[src/rtl/hdlc_status_params.svh]
// How it works
// RULE1: reads return the word, never clear flags
// RULE2: two channel words, all zero after reset
// RULE3: condition bits follow live hardware state
// RULE4: other bits stick until written one
// RULE5: low field holds last unit bytes minus one
// RULE6: tx complete when queue empty and closed
// RULE7: tx space bit follows free entries per mode
// RULE8: tx space bit zero during transmit dma
// RULE9: clear-to-send level is inverted pin, no irq
// RULE10: any clear-to-send edge sets stored flag
// RULE11: underrun requests abort and sets flag
// RULE12: rx data bit follows last entries per mode
// RULE13: four-word mode readable with end marker
// RULE14: rx data bit zero during receive dma
// RULE15: flag end sets flag-seen bit, may interrupt
// RULE16: carrier level is inverted pin, no irq
// RULE17: carrier edge sets stored flag, may interrupt
// RULE18: pins synchronised; bit 10 reads zero
`ifndef HDLC_STATUS_PARAMS_SVH
`define HDLC_STATUS_PARAMS_SVH

`define STAT_A_ADDR 16'h7008
`define STAT_B_ADDR 16'h8008
`define IEN_A_ADDR 16'h700C
`define IEN_B_ADDR 16'h800C
`define CLR_A_ADDR 16'h7010
`define CLR_B_ADDR 16'h8010

`define STAT_RST 32'h0000_0000
`define IEN_RST 32'h0000_0000

`define RB_LSB 0
`define RB_MSB 3
`define TX_FRAME_COMPLETE_FLAG_BIT 4
`define TX_SPACE_AVAILABLE_BIT 5
`define CTSLVL_BIT 6
`define CTSCHG_BIT 7
`define TXU_BIT 8
`define RX_DATA_AVAILABLE_BIT 9
`define FLAG_BIT 11
`define DCDLVL_BIT 12
`define DCDCHG_BIT 13
`define RX_FRAME_VALID_BIT 14
`define CRCE_BIT 17
`define NO_BIT 18
`define OV_BIT 19
`define IERR_BIT 23

`define STICKY_MASK 32'h0000_299F
`define IRQ_MASK 32'h008E_6BB0
`define RB_SINGLE_MASK 4'h3
`define RB_FOUR_MASK 4'hF

`endif

[src/rtl/hdlc_status_pkg.sv]
package hdlc_status_pkg;

  // per-channel conditions from the framing engine and queues
  typedef struct packed {
    logic fourWordMode;
    logic txQueueEmpty;
    logic txFirstFree;
    logic txFirstFourFree;
    logic txClosingSent;
    logic txAbortSent;
    logic txRanDry;
    logic txDmaOn;
    logic rxLastWordData;
    logic rxLastFourData;
    logic rxAnyData;
    logic rxEndMarked;
    logic rxDmaOn;
    logic rxFrameDone;
    logic [3:0] rxLastCount;
    logic rxFlagEnd;
    logic rxFrameValid;
    logic rxCheckError;
    logic rxNonOctet;
    logic rxClockError;
    logic rxOverrun;
  } chan_in_s;

  typedef logic [31:0] word_t;

endpackage

[src/rtl/hdlc_channel_status_flags.sv]
// Our own choice: register access over APB.
`timescale 1ns/1ns
`include "hdlc_status_params.svh"

module hdlc_channel_status_flags #(
  parameter int ADDR_W = 16,
  parameter int CHANNELS = 2
) (
  // clock and reset
  input wire logic sys_clk,
  input wire logic srst,
  // apb slave
  input wire logic psel,
  input wire logic penable,
  input wire logic pwrite,
  input wire logic [ADDR_W-1:0] paddr,
  input wire logic [31:0] pwdata,
  output logic [31:0] prdata,
  output logic pready,
  output logic pslverr,
  // channel conditions, same clock domain
  input hdlc_status_pkg::chan_in_s chanIn [CHANNELS],
  // modem pins, asynchronous, active low
  input wire logic [CHANNELS-1:0] clear_to_send_in_n,
  input wire logic [CHANNELS-1:0] carrier_detect_in_n,
  // to the framing engine
  output logic [CHANNELS-1:0] txAbortReq,
  // interrupt
  output logic irq
);

  logic [31:0] ienWord [CHANNELS];
  logic [31:0] statusWord [CHANNELS];
  logic [31:0] clrMask [CHANNELS];
  logic [CHANNELS-1:0] ienWrite;
  logic [CHANNELS-1:0] statSel;
  logic [CHANNELS-1:0] ienSel;
  logic [CHANNELS-1:0] clrSel;
  logic [CHANNELS-1:0] irqAny;
  logic [31:0] prdata_ff;
  logic [31:0] nxt_prdata;
  logic pready_ff;
  logic pslverr_ff;
  logic nxt_slverr;
  logic irq_ff;
  logic [CHANNELS-1:0] txAbortReq_ff;
  logic setupPhase;
  logic commit;
  logic mapped;

  assign setupPhase = psel & ~penable;
  // transfer completes at the edge where our own ready is seen
  assign commit = psel & penable & pready_ff;

  // address decode for both channels
  always_comb
  begin
    statSel = '0;
    ienSel = '0;
    clrSel = '0;
    statSel[0] = (paddr == ADDR_W'(`STAT_A_ADDR));
    ienSel[0] = (paddr == ADDR_W'(`IEN_A_ADDR));
    clrSel[0] = (paddr == ADDR_W'(`CLR_A_ADDR));
    if (CHANNELS > 1)
    begin
      statSel[1] = (paddr == ADDR_W'(`STAT_B_ADDR));
      ienSel[1] = (paddr == ADDR_W'(`IEN_B_ADDR));
      clrSel[1] = (paddr == ADDR_W'(`CLR_B_ADDR));
    end
  end

  assign mapped = |{statSel, ienSel, clrSel};

  genvar ch;
  generate
    for (ch = 0; ch < CHANNELS; ch++)
    begin : g_chan
      // write-one clears, from the status word or its clear alias
      assign clrMask[ch] = (commit & pwrite & (statSel[ch] | clrSel[ch]))
                           ? (pwdata & `STICKY_MASK) : 32'h0000_0000;

      assign ienWrite[ch] = commit & pwrite & ienSel[ch];

      hdlc_status_channel i_hdlc_status_channel (
        .sys_clk(sys_clk),
        .srst(srst),
        .chanCond(chanIn[ch]),
        .ctsPinN(clear_to_send_in_n[ch]),
        .dcdPinN(carrier_detect_in_n[ch]),
        .clrMask(clrMask[ch]),
        .ienWrite(ienWrite[ch]),
        .wrData(pwdata),
        .statusWord(statusWord[ch]),
        .ienWord(ienWord[ch]),
        .irqReq(irqAny[ch]),
        .abortReq(txAbortReq_ff[ch])
      );
    end
  endgenerate

  // read mux; captured at setup so the data is steady in access
  always_comb
  begin
    nxt_prdata = 32'h0000_0000;
    for (int i = 0; i < CHANNELS; i++)
    begin
      if (statSel[i])
        nxt_prdata = statusWord[i]; // see RULE1
      if (ienSel[i])
        nxt_prdata = ienWord[i];
    end
  end

  // clear alias is write-only; reading it is refused like a hole
  always_comb
  begin
    nxt_slverr = ~mapped;
    if (~pwrite & (|clrSel))
      nxt_slverr = 1'b1;
  end

  always_ff @(posedge sys_clk)
  begin
    if (srst)
      prdata_ff <= 32'h0000_0000;
    else if (setupPhase & ~pwrite)
      prdata_ff <= nxt_prdata;
  end

  // one wait state: ready rises in the second access cycle
  always_ff @(posedge sys_clk)
  begin
    if (srst)
      pready_ff <= 1'b0;
    else
      pready_ff <= psel & penable & ~pready_ff;
  end

  // error rides with ready; decode is steady through the access phase
  always_ff @(posedge sys_clk)
  begin
    if (srst)
      pslverr_ff <= 1'b0;
    else
      pslverr_ff <= psel & penable & ~pready_ff & nxt_slverr;
  end

  // level interrupt, registered so it lags the flag by one cycle
  always_ff @(posedge sys_clk)
  begin
    if (srst)
      irq_ff <= 1'b0;
    else
      irq_ff <= |irqAny;
  end

  assign prdata = prdata_ff;
  assign pready = pready_ff;
  assign pslverr = pslverr_ff;
  assign irq = irq_ff;
  assign txAbortReq = txAbortReq_ff;

endmodule

module hdlc_status_channel (
  // clock and reset
  input wire logic sys_clk,
  input wire logic srst,
  // conditions from the framing engine, same clock
  input hdlc_status_pkg::chan_in_s chanCond,
  // modem pins, asynchronous, active low
  input wire logic ctsPinN,
  input wire logic dcdPinN,
  // register writes
  input wire logic [31:0] clrMask,
  input wire logic ienWrite,
  input wire logic [31:0] wrData,
  // results
  output logic [31:0] statusWord,
  output logic [31:0] ienWord,
  output logic irqReq,
  output logic abortReq
);

  logic [31:0] sticky_ff;
  logic [31:0] live_ff;
  logic [31:0] ien_ff;
  logic [3:0] count_ff;
  logic abortReq_ff;
  logic [31:0] setMask;
  logic [31:0] nxt_live;
  logic [3:0] rbMask;
  logic ctsLevelN;
  logic dcdLevelN;
  logic ctsEdge;
  logic dcdEdge;
  hdlc_status_pkg::chan_in_s c;

  assign c = chanCond;

  pin_change_filter i_cts_filter (
    .sys_clk(sys_clk),
    .srst(srst),
    .pinN(ctsPinN),
    .levelN(ctsLevelN),
    .changed(ctsEdge) // see RULE10
  );

  pin_change_filter i_dcd_filter (
    .sys_clk(sys_clk),
    .srst(srst),
    .pinN(dcdPinN),
    .levelN(dcdLevelN),
    .changed(dcdEdge) // see RULE17
  );

  assign rbMask = c.fourWordMode ? `RB_FOUR_MASK : `RB_SINGLE_MASK;

  // event sources for the held bits
  always_comb
  begin
    setMask = '0;
    setMask[`TX_FRAME_COMPLETE_FLAG_BIT] = c.txQueueEmpty
                         & (c.txClosingSent | c.txAbortSent); // see RULE6
    setMask[`CTSCHG_BIT] = ctsEdge; // see RULE10
    setMask[`TXU_BIT] = c.txRanDry; // see RULE11
    setMask[`FLAG_BIT] = c.rxFlagEnd; // see RULE15
    setMask[`DCDCHG_BIT] = dcdEdge; // see RULE17
  end

  // condition-following bits, recomputed every cycle
  always_comb
  begin
    nxt_live = '0;
    nxt_live[`TX_SPACE_AVAILABLE_BIT] = ~c.txDmaOn
      & (c.fourWordMode ? c.txFirstFourFree
                        : c.txFirstFree); // see RULE7 see RULE8
    nxt_live[`CTSLVL_BIT] = ~ctsLevelN; // see RULE9
    nxt_live[`RX_DATA_AVAILABLE_BIT] = ~c.rxDmaOn
      & (c.fourWordMode
         ? (c.rxLastFourData | (c.rxEndMarked & c.rxAnyData))
         : c.rxLastWordData); // see RULE12 see RULE13 see RULE14
    nxt_live[`DCDLVL_BIT] = ~dcdLevelN; // see RULE16
    nxt_live[`RX_FRAME_VALID_BIT] = c.rxFrameValid; // see RULE3
    nxt_live[`CRCE_BIT] = c.rxCheckError; // see RULE3
    nxt_live[`NO_BIT] = c.rxNonOctet; // see RULE3
    nxt_live[`OV_BIT] = c.rxOverrun; // see RULE3
    nxt_live[`IERR_BIT] = c.rxClockError; // see RULE3
  end

  always_ff @(posedge sys_clk)
  begin
    if (srst)
      live_ff <= `STAT_RST; // see RULE2
    else
      live_ff <= nxt_live; // see RULE3
  end

  // held bits: a set in the clearing cycle wins; reads touch nothing
  always_ff @(posedge sys_clk)
  begin
    if (srst)
      sticky_ff <= `STAT_RST; // see RULE2
    else
      sticky_ff <= ((sticky_ff & ~clrMask) | setMask)
                   & `STICKY_MASK & 32'hFFFF_FFF0; // see RULE4 see RULE1
  end

  // count field: a new frame's count beats a clear in the same cycle
  always_ff @(posedge sys_clk)
  begin
    if (srst)
      count_ff <= 4'h0; // see RULE2
    else if (c.rxFrameDone)
      count_ff <= c.rxLastCount & rbMask; // see RULE5
    else
      count_ff <= count_ff & ~clrMask[`RB_MSB:`RB_LSB]; // see RULE4
  end

  always_ff @(posedge sys_clk)
  begin
    if (srst)
      ien_ff <= `IEN_RST;
    else if (ienWrite)
      ien_ff <= wrData & `IRQ_MASK; // see RULE9 see RULE16
  end

  // abort is requested in the cycle after the frame ran dry
  always_ff @(posedge sys_clk)
  begin
    if (srst)
      abortReq_ff <= 1'b0;
    else
      abortReq_ff <= c.txRanDry; // see RULE11
  end

  // bit 10 and the unused upper bits stay zero in every source
  assign statusWord = sticky_ff | live_ff
                      | {28'h000_0000, count_ff}; // see RULE18
  assign ienWord = ien_ff;
  assign irqReq = |(statusWord & ien_ff); // see RULE15 see RULE17
  assign abortReq = abortReq_ff;

endmodule

module pin_change_filter (
  // clock and reset
  input wire logic sys_clk,
  input wire logic srst,
  // raw pin, asynchronous, active low
  input wire logic pinN,
  // accepted level and its one-cycle change strobe
  output logic levelN,
  output logic changed
);

  logic [2:0] sync_ff;
  logic level_ff;
  logic agree;

  // three stages; only stages two and three are compared
  always_ff @(posedge sys_clk)
  begin
    if (srst)
      sync_ff <= 3'h7;
    else
      sync_ff <= {sync_ff[1:0], pinN}; // see RULE18
  end

  assign agree = (sync_ff[2] == sync_ff[1]);

  // reset to the idle level so release brings no false edge
  always_ff @(posedge sys_clk)
  begin
    if (srst)
      level_ff <= 1'b1;
    else if (agree)
      level_ff <= sync_ff[2];
  end

  // both directions count as a change
  assign changed = agree & (sync_ff[2] != level_ff);
  assign levelN = level_ff;

endmodule

[config.mk]
export PLATFORM = sky130hd
export DESIGN_NAME = hdlc_channel_status_flags
export DESIGN_NICKNAME = d
export VERILOG_FILES = /design/src/rtl/hdlc_status_pkg.sv /design/src/rtl/hdlc_channel_status_flags.sv
export VERILOG_INCLUDE_DIRS = /design/src /design/src/rtl
export SDC_FILE = /design/constraint.sdc
export NUM_CORES = 1
export LEC_CHECK = 0
export CAP_MARGIN = 20
export CORE_MARGIN = 2
export CORE_UTILIZATION = 49
export DETAILED_ROUTE_END_ITERATION = 7
export DONT_BUFFER_PORTS = 1
export PLACE_DENSITY_LB_ADDON = 0.3
export SLEW_MARGIN = 20
export SYNTH_ARGS = -nofsm -noshare
export SYNTH_HDL_FRONTEND = slang
export SYNTH_SLANG_ARGS = --single-unit
[constraint.sdc]
create_clock -name sys_clk -period 2.56 [get_ports sys_clk]
set_input_delay 0.512 -clock sys_clk [delete_from_list [all_inputs] [get_ports sys_clk]]
set_output_delay 0.512 -clock sys_clk [all_outputs]
set_load 0.02 [all_outputs]
# Word level (Yosys, flattened, before mapping)
# Index checks and enable logic that the tools add are counted.
totals:
  ff_bits: 159
  inputBits: 105
  output_inout_bits: 37
  elab_cells: 116
classes:
  eq_ne: 14
  mux: 15
  bitwise: 60
  reduce_logical: 3
op_table:
  columns: ["op", "count"]
  rows:
  - ["$mux W32", 4]
  - ["$and A32 B24 Y32", 2]
  - ["$or A14 B32 Y32", 2]
  - ["$or A32 B4 Y32", 2]
  - ["$reduce_or A64 Y1", 1]
  - ["$eq A16 B15 Y1 const B", 3]
  - ["$eq A16 B16 Y1 const B", 3]
  - ["$and A14 B14 Y14", 2]
  - ["$mux W14", 2]
  - ["$not A14 Y14", 2]
  - ["$or A14 B14 Y14", 2]
  - ["$and A1 B1 Y1", 24]
  - ["$and A4 B4 Y4", 4]
  - ["$mux W4", 4]
  - ["$not A1 Y1", 12]
  - ["$not A4 Y4", 2]
  - ["$or A1 B1 Y1", 6]
  - ["$reduce_or A6 Y1", 1]
  - ["$mux W1", 5]
  - ["$eq A1 B1 Y1", 4]
  - ["$ne A1 B1 Y1", 4]
  - ["$reduce_or A2 Y1", 1]

# Logic depth before layout (Yosys ltp)
logic_depth:
  depth_word: 8
  ltp_mapped: 7
  depth_no_buf: 4

# By module
# From an unflattened synthesis, not the netlist that was laid out.
unflattened:
  cells_unflattened: 611
  hier_area_um2: 5646.7
by_module_without_submodules:
  columns: ["module", "n_inst", "cells_each", "area_per_inst_um2", "seq_area_each_um2"]
  rows:
  - ["hdlc_status_channel", 2, 142, 1341.3, 620.6]
  - ["hdlc_channel_status_flags", 1, 275, 2413.6, 700.7]
  - ["pin_change_filter", 4, 13, 137.6, 80.1]

# Worst setup path before layout
# OpenSTA, ideal clock, no wires.
synth_path:
  path_type: "input to register"
  from: "input port paddr[9]"
  to: "register prdata_ff[5] (netlist: prdata[5])"
  setup_time_ps: 79
  arrival_ps: 1745
  t_required_ps: 2481
  slack_ps: 736
  path_stages: 6
  n_path_buf: 2
  cell_sequence: "nor4_2 -> buf_4 -> nand4_1 -> o31a_1 -> buf_6 -> a211oi_2"
synth_via:
  elab_chain_len: 5
  word_cells_on_any_way: 8
  classes_between: "eq/ne (4); mux (4)"
synth_rtl:
  columns: ["element", "line", "rtl"]
  rows:
  - ["start: declaration", "hdlc_channel_status_flags.sv:16", "input wire logic [ADDR_W-1:0] paddr,"]
  - ["$eq A16 B15 Y1", "hdlc_channel_status_flags.sv:61", "statSel[0] = (paddr == ADDR_W'(`STAT_A_ADDR));"]
  - ["$mux W32", "hdlc_channel_status_flags.sv:107", "if (statSel[i])"]
  - ["$mux W32", "hdlc_channel_status_flags.sv:109", "if (ienSel[i])"]
  - ["$mux W32", "hdlc_channel_status_flags.sv:107", null]
  - ["$mux W32 (*)", "hdlc_channel_status_flags.sv:109", null]
  - ["end signal: assignment", "hdlc_channel_status_flags.sv:127", "prdata_ff <= nxt_prdata;"]
  - ["end: declaration", "hdlc_channel_status_flags.sv:40", "logic [31:0] prdata_ff;"]
# Every way passes the cells marked *; elsewhere a longest branch is shown, timed or not.
# A chain may end at the register's enable or synchronous reset.

# Worst setup path after layout
layout_path:
  from: "register pready_ff (netlist: pready)"
  to: "register g_chan[0].i_hdlc_status_channel.ien_ff[8]"
layout_via:
  elab_chain_len: 3
layout_rtl:
  columns: ["element", "line", "rtl"]
  rows:
  - ["start: declaration", "hdlc_channel_status_flags.sv:42", "logic pready_ff;"]
  - ["start signal: assignment", "hdlc_channel_status_flags.sv:136", "pready_ff <= psel & penable & ~pready_ff;"]
  - ["$and A1 B1 Y1", "hdlc_channel_status_flags.sv:53", "assign commit = psel & penable & pready_ff;"]
  - ["$and A1 B1 Y1 (2 in series)", "hdlc_channel_status_flags.sv:82", "assign ienWrite[ch] = commit & pwrite & ienSel[ch];"]
  - ["end signal: assignment", "hdlc_channel_status_flags.sv:283", "ien_ff <= `IEN_RST;"]
  - ["end signal: assignment", "hdlc_channel_status_flags.sv:285", "ien_ff <= wrData & `IRQ_MASK;"]
  - ["end: declaration", "hdlc_channel_status_flags.sv:187", "logic [31:0] ien_ff;"]
# Every way passes these cells.

==> metrics.md <==
| Metric | Value |
|---|---|
| Synth area leaders | `dfxtp_1 44%, nand4_1 4.9%, a21oi_1 4.8%, o21ai_0 4.3%, nor2b_1 3.2%` |
| CTS buffer count | `9` |
| Hold endpoint | `g_chan[0].i_hdlc_status_channel.live_ff[5]` |
| R2r setup slk | `490 ps` |
| Maximum VDD drop | `approximately 320 uV` |
| Area Growth Syn to Fin | `3.73%` |
| Synth async-reset ratio | `0%` |
| Num ports | `142` |
| CTS Hold Bufs | `0` |
| Post-synth top flop | `dfxtp_1` |
| CTS tree | `built` |
| Aggregate global routing overflow | `0` |
| Post-CTS setup buffers | `0` |
| Synth Warn # | `0` |
| Post-layout min period | `2070 ps` |
| Final Wtd Congestion | `0.918` |
| Arrival time at the worst endpoint | `2320 ps` |
| Share of layout cells above drive strength 1 | `10.8%` |
| Reg clk slew, reported paths | `100 ps` |
| Clock skew | `roughly 11 ps` |
| Synth area leader | `dfxtp_1` |
| Vias in the first global route | `3602` |
| Starting DRT DRC Count | `340` |
| Slew of the pin with the lowest slew margin | `649 ps` |
| Status | `completed` |
| CP required | `2820 ps` |
| Skew-Pair Late Insertion Delay | `370 ps` |
| Post-DRT Antenna Nets | `0` |
| Final hold vios | `0` |
| Final setup viols | `0` |
| Port Buf Inserts | `0` |
| Worst Setup End Kind | `flip-flop` |
| Maximum clock insertion buffer count | `2` |
| Worst Hold Launch | `chanIn[40]` |
| Worst reg2reg path depth | `4` |
| First drt pass iteration count | `5` |
| Number of max-cap violations | `0` |
| Most common cell after layout, fill and taps aside | `dfxtp_1` |
| Clock Sinks | `a little under 100` |
| Setup_tns | `0 ps` |
| DIE HEIGHT | `99.8 um` |
| Synth Register Bits | `between 90 and 100` |
| Worst Hold Depth | `1` |
| Unrepaired setup endpoints after global routing | `no` |
| Placed cell areas | `0.00447 mm2` |
| Hold crit path type | `in2reg` |
| Final routed DRC violation total | `0` |
| Core Area | `0.00881 mm2` |
| Syn Std Cell Area | `0.00449 mm2` |
| DPL Wire Length | `8550 um` |
| Vias | `3931` |
| Post-route cell area | `between 0.004 and 0.005 mm2` |
| Pwr dens | `589 mW/mm2` |
| Post-cts resize count | `0` |
| Synth cell types | `50` |
| Share of Yosys cell area claimed by the top area cell type | `44.1%` |
| Sequential share of the synthesized area | `44.1%` |
| Leak Pwr | `between 1.5 and 2 nW` |
| Slew Viols, Final | `0` |
| Initial Util | `51.0%` |
| Period utilization | `between 80% and 90%` |
| Fillcell total | `between 800 and 900` |
| WL/cell | `20.1 um` |
| R2r endpoint | `g_chan[0].i_hdlc_status_channel.ienWord[8]` |
| FP Rows | `34` |
| NumNets Final | `599` |
| Crit-path max FO | `12` |
| Crit path launch type | `flip-flop` |
| GRT Overall Usage | `about a quarter` |
| Via/cell ratio | `6.48` |
| CTS Root Cell | `clkbuf_8` |
| Post-synthesis cell count | `514` |
| Post-synth EDFFs | `0` |
| Area of the multi-input gates | `0.00223 mm2` |
| Initial antenna violation count | `0` |
| Final wirelength | `about 12000 um` |
| Syn Area/Cell | `8.74 um2` |
| Critical path class | `reg2reg` |
| Global-route wire length before repair | `19000 um` |
| Reg area | `about 0.0020 mm2` |
| Die W | `around 100 um` |
| Antenna Cells | `0` |
| Commonest non-fill, non-tap cells in the layout | `99 x dfxtp_1, 43 x a21oi_1, 39 x o21ai_0` |
| DIE AREA | `0.00995 mm2` |
| Slew HR | `56.6%` |
| CTS H-Tree Depth | `3` |
| Peak Freq | `483 MHz` |
| Worst r2r src | `pready` |
| Largest net degree at the start of global routing | `94` |
## worst max path at each step
stage / start / endpoint / slack, ps / cells past startpoint
2_1_floorplan: paddr[9] / prdata[5] / 740 / 6
3_3_place_gp: paddr[15] / g_chan[0].i_hdlc_status_channel.ienWord[19] / 380 / 4
5_1_grt: pready / g_chan[1].i_hdlc_status_channel.ienWord[23] / 270 / 4
6_report: pready / g_chan[0].i_hdlc_status_channel.ienWord[8] / 490 / 4
4_1_cts: pready / g_chan[0].i_hdlc_status_channel.ienWord[23] / 570 / 4
3_5_place_dp: paddr[12] / g_chan[1].i_hdlc_status_channel.ienWord[19] / 340 / 4
## worst max-delay path: stages, from the launching register on
cell and delay [ps]:
dfxtp_1 490, and3_1 450, nand4_1 510, o21ai_0 400, a21oi_1 100
## cell usage after synthesis, drive strengths merged, types with 14 or more instances
library cell / number
nand2: 24
nand4: 36
a21oi: 43
a22oi: 18
dfxtp: 99
buf: 32
nor2b: 23
nor2: 27
nor3: 18
o21ai: 45
clkbuf: 23
o21bai: 14
nand3: 16
## metal layers
metal  vias up  wire length, um  GRT usage [%]
met1      1859             5060           32.1
li1       1826                -              -
met2       217             5630           37.4
met3        29             1170           7.17
met5         -                0              0
met4         0              330           9.27
## power breakdown
group / internal, mW / switching, mW / total [mW]
Clock: 0.397 / 0.580 / 0.977
Sequential: 1.58 / 0.0442 / 1.63
Combinational: 0.0553 / 0.0838 / 0.139
## through the flow
| stage | setup WS, ps | instances | total power, mW | hold slack, ps | util, % |
|---|---|---|---|---|---|
| after floorplan | 736 | 527 | 1.81 | 389 | - |
| after CTS | 566 | 607 | 2.76 | 190 | 52.9 |
| final | 491 | 607 | 2.74 | 199 | 52.9 |
| after global placement | 384 | 591 | 1.80 | 394 | 50.8 |
| after detailed placement | 343 | 591 | 1.80 | 394 | 50.8 |
| after global routing | 269 | 607 | 2.86 | 184 | 52.9 |
## cell type report
class,count,share of cell area [%]
tap,108,2.90
sequential,99,42.5
clock buffer,11,3.03
clock inverter,5,0.966
inverter,9,0.725
multi-input combinational,364,47.8
timing repair buffer,11,2.04
## state kept, by name, summed over array words and instances, names as in the netlist
register / cells
pslverr: 1
g_chan.i_hdlc_status_channel.abortReq: 2
prdata: 18
g_chan.i_hdlc_status_channel.i_dcd_filter.sync_ff: 6
g_chan.i_hdlc_status_channel.live_ff: 18
g_chan.i_hdlc_status_channel.i_cts_filter.levelN: 2
g_chan.i_hdlc_status_channel.i_cts_filter.sync_ff: 6
irq: 1
g_chan.i_hdlc_status_channel.i_dcd_filter.levelN: 2
g_chan.i_hdlc_status_channel.ienWord: 24
g_chan.i_hdlc_status_channel.count_ff: 8
g_chan.i_hdlc_status_channel.sticky_ff: 10
pready: 1
## cell families (layout without fill, tap and decap cells)
logic type / after synthesis / in the layout / synth area share, %
other: 1 / 14 / 0.0835
muxes: 2 / 2 / 0.446
DFF: 99 / 99 / 44.1
and+or+nand+nor: 176 / 176 / 22.2
AOI/OAI and AO/OA: 171 / 171 / 25.6
buffers and inverters: 64 / 36 / 7.38
xor gates and xnor gates: 1 / 1 / 0.195
No activity file was read; power rests on OpenSTA's default activity.
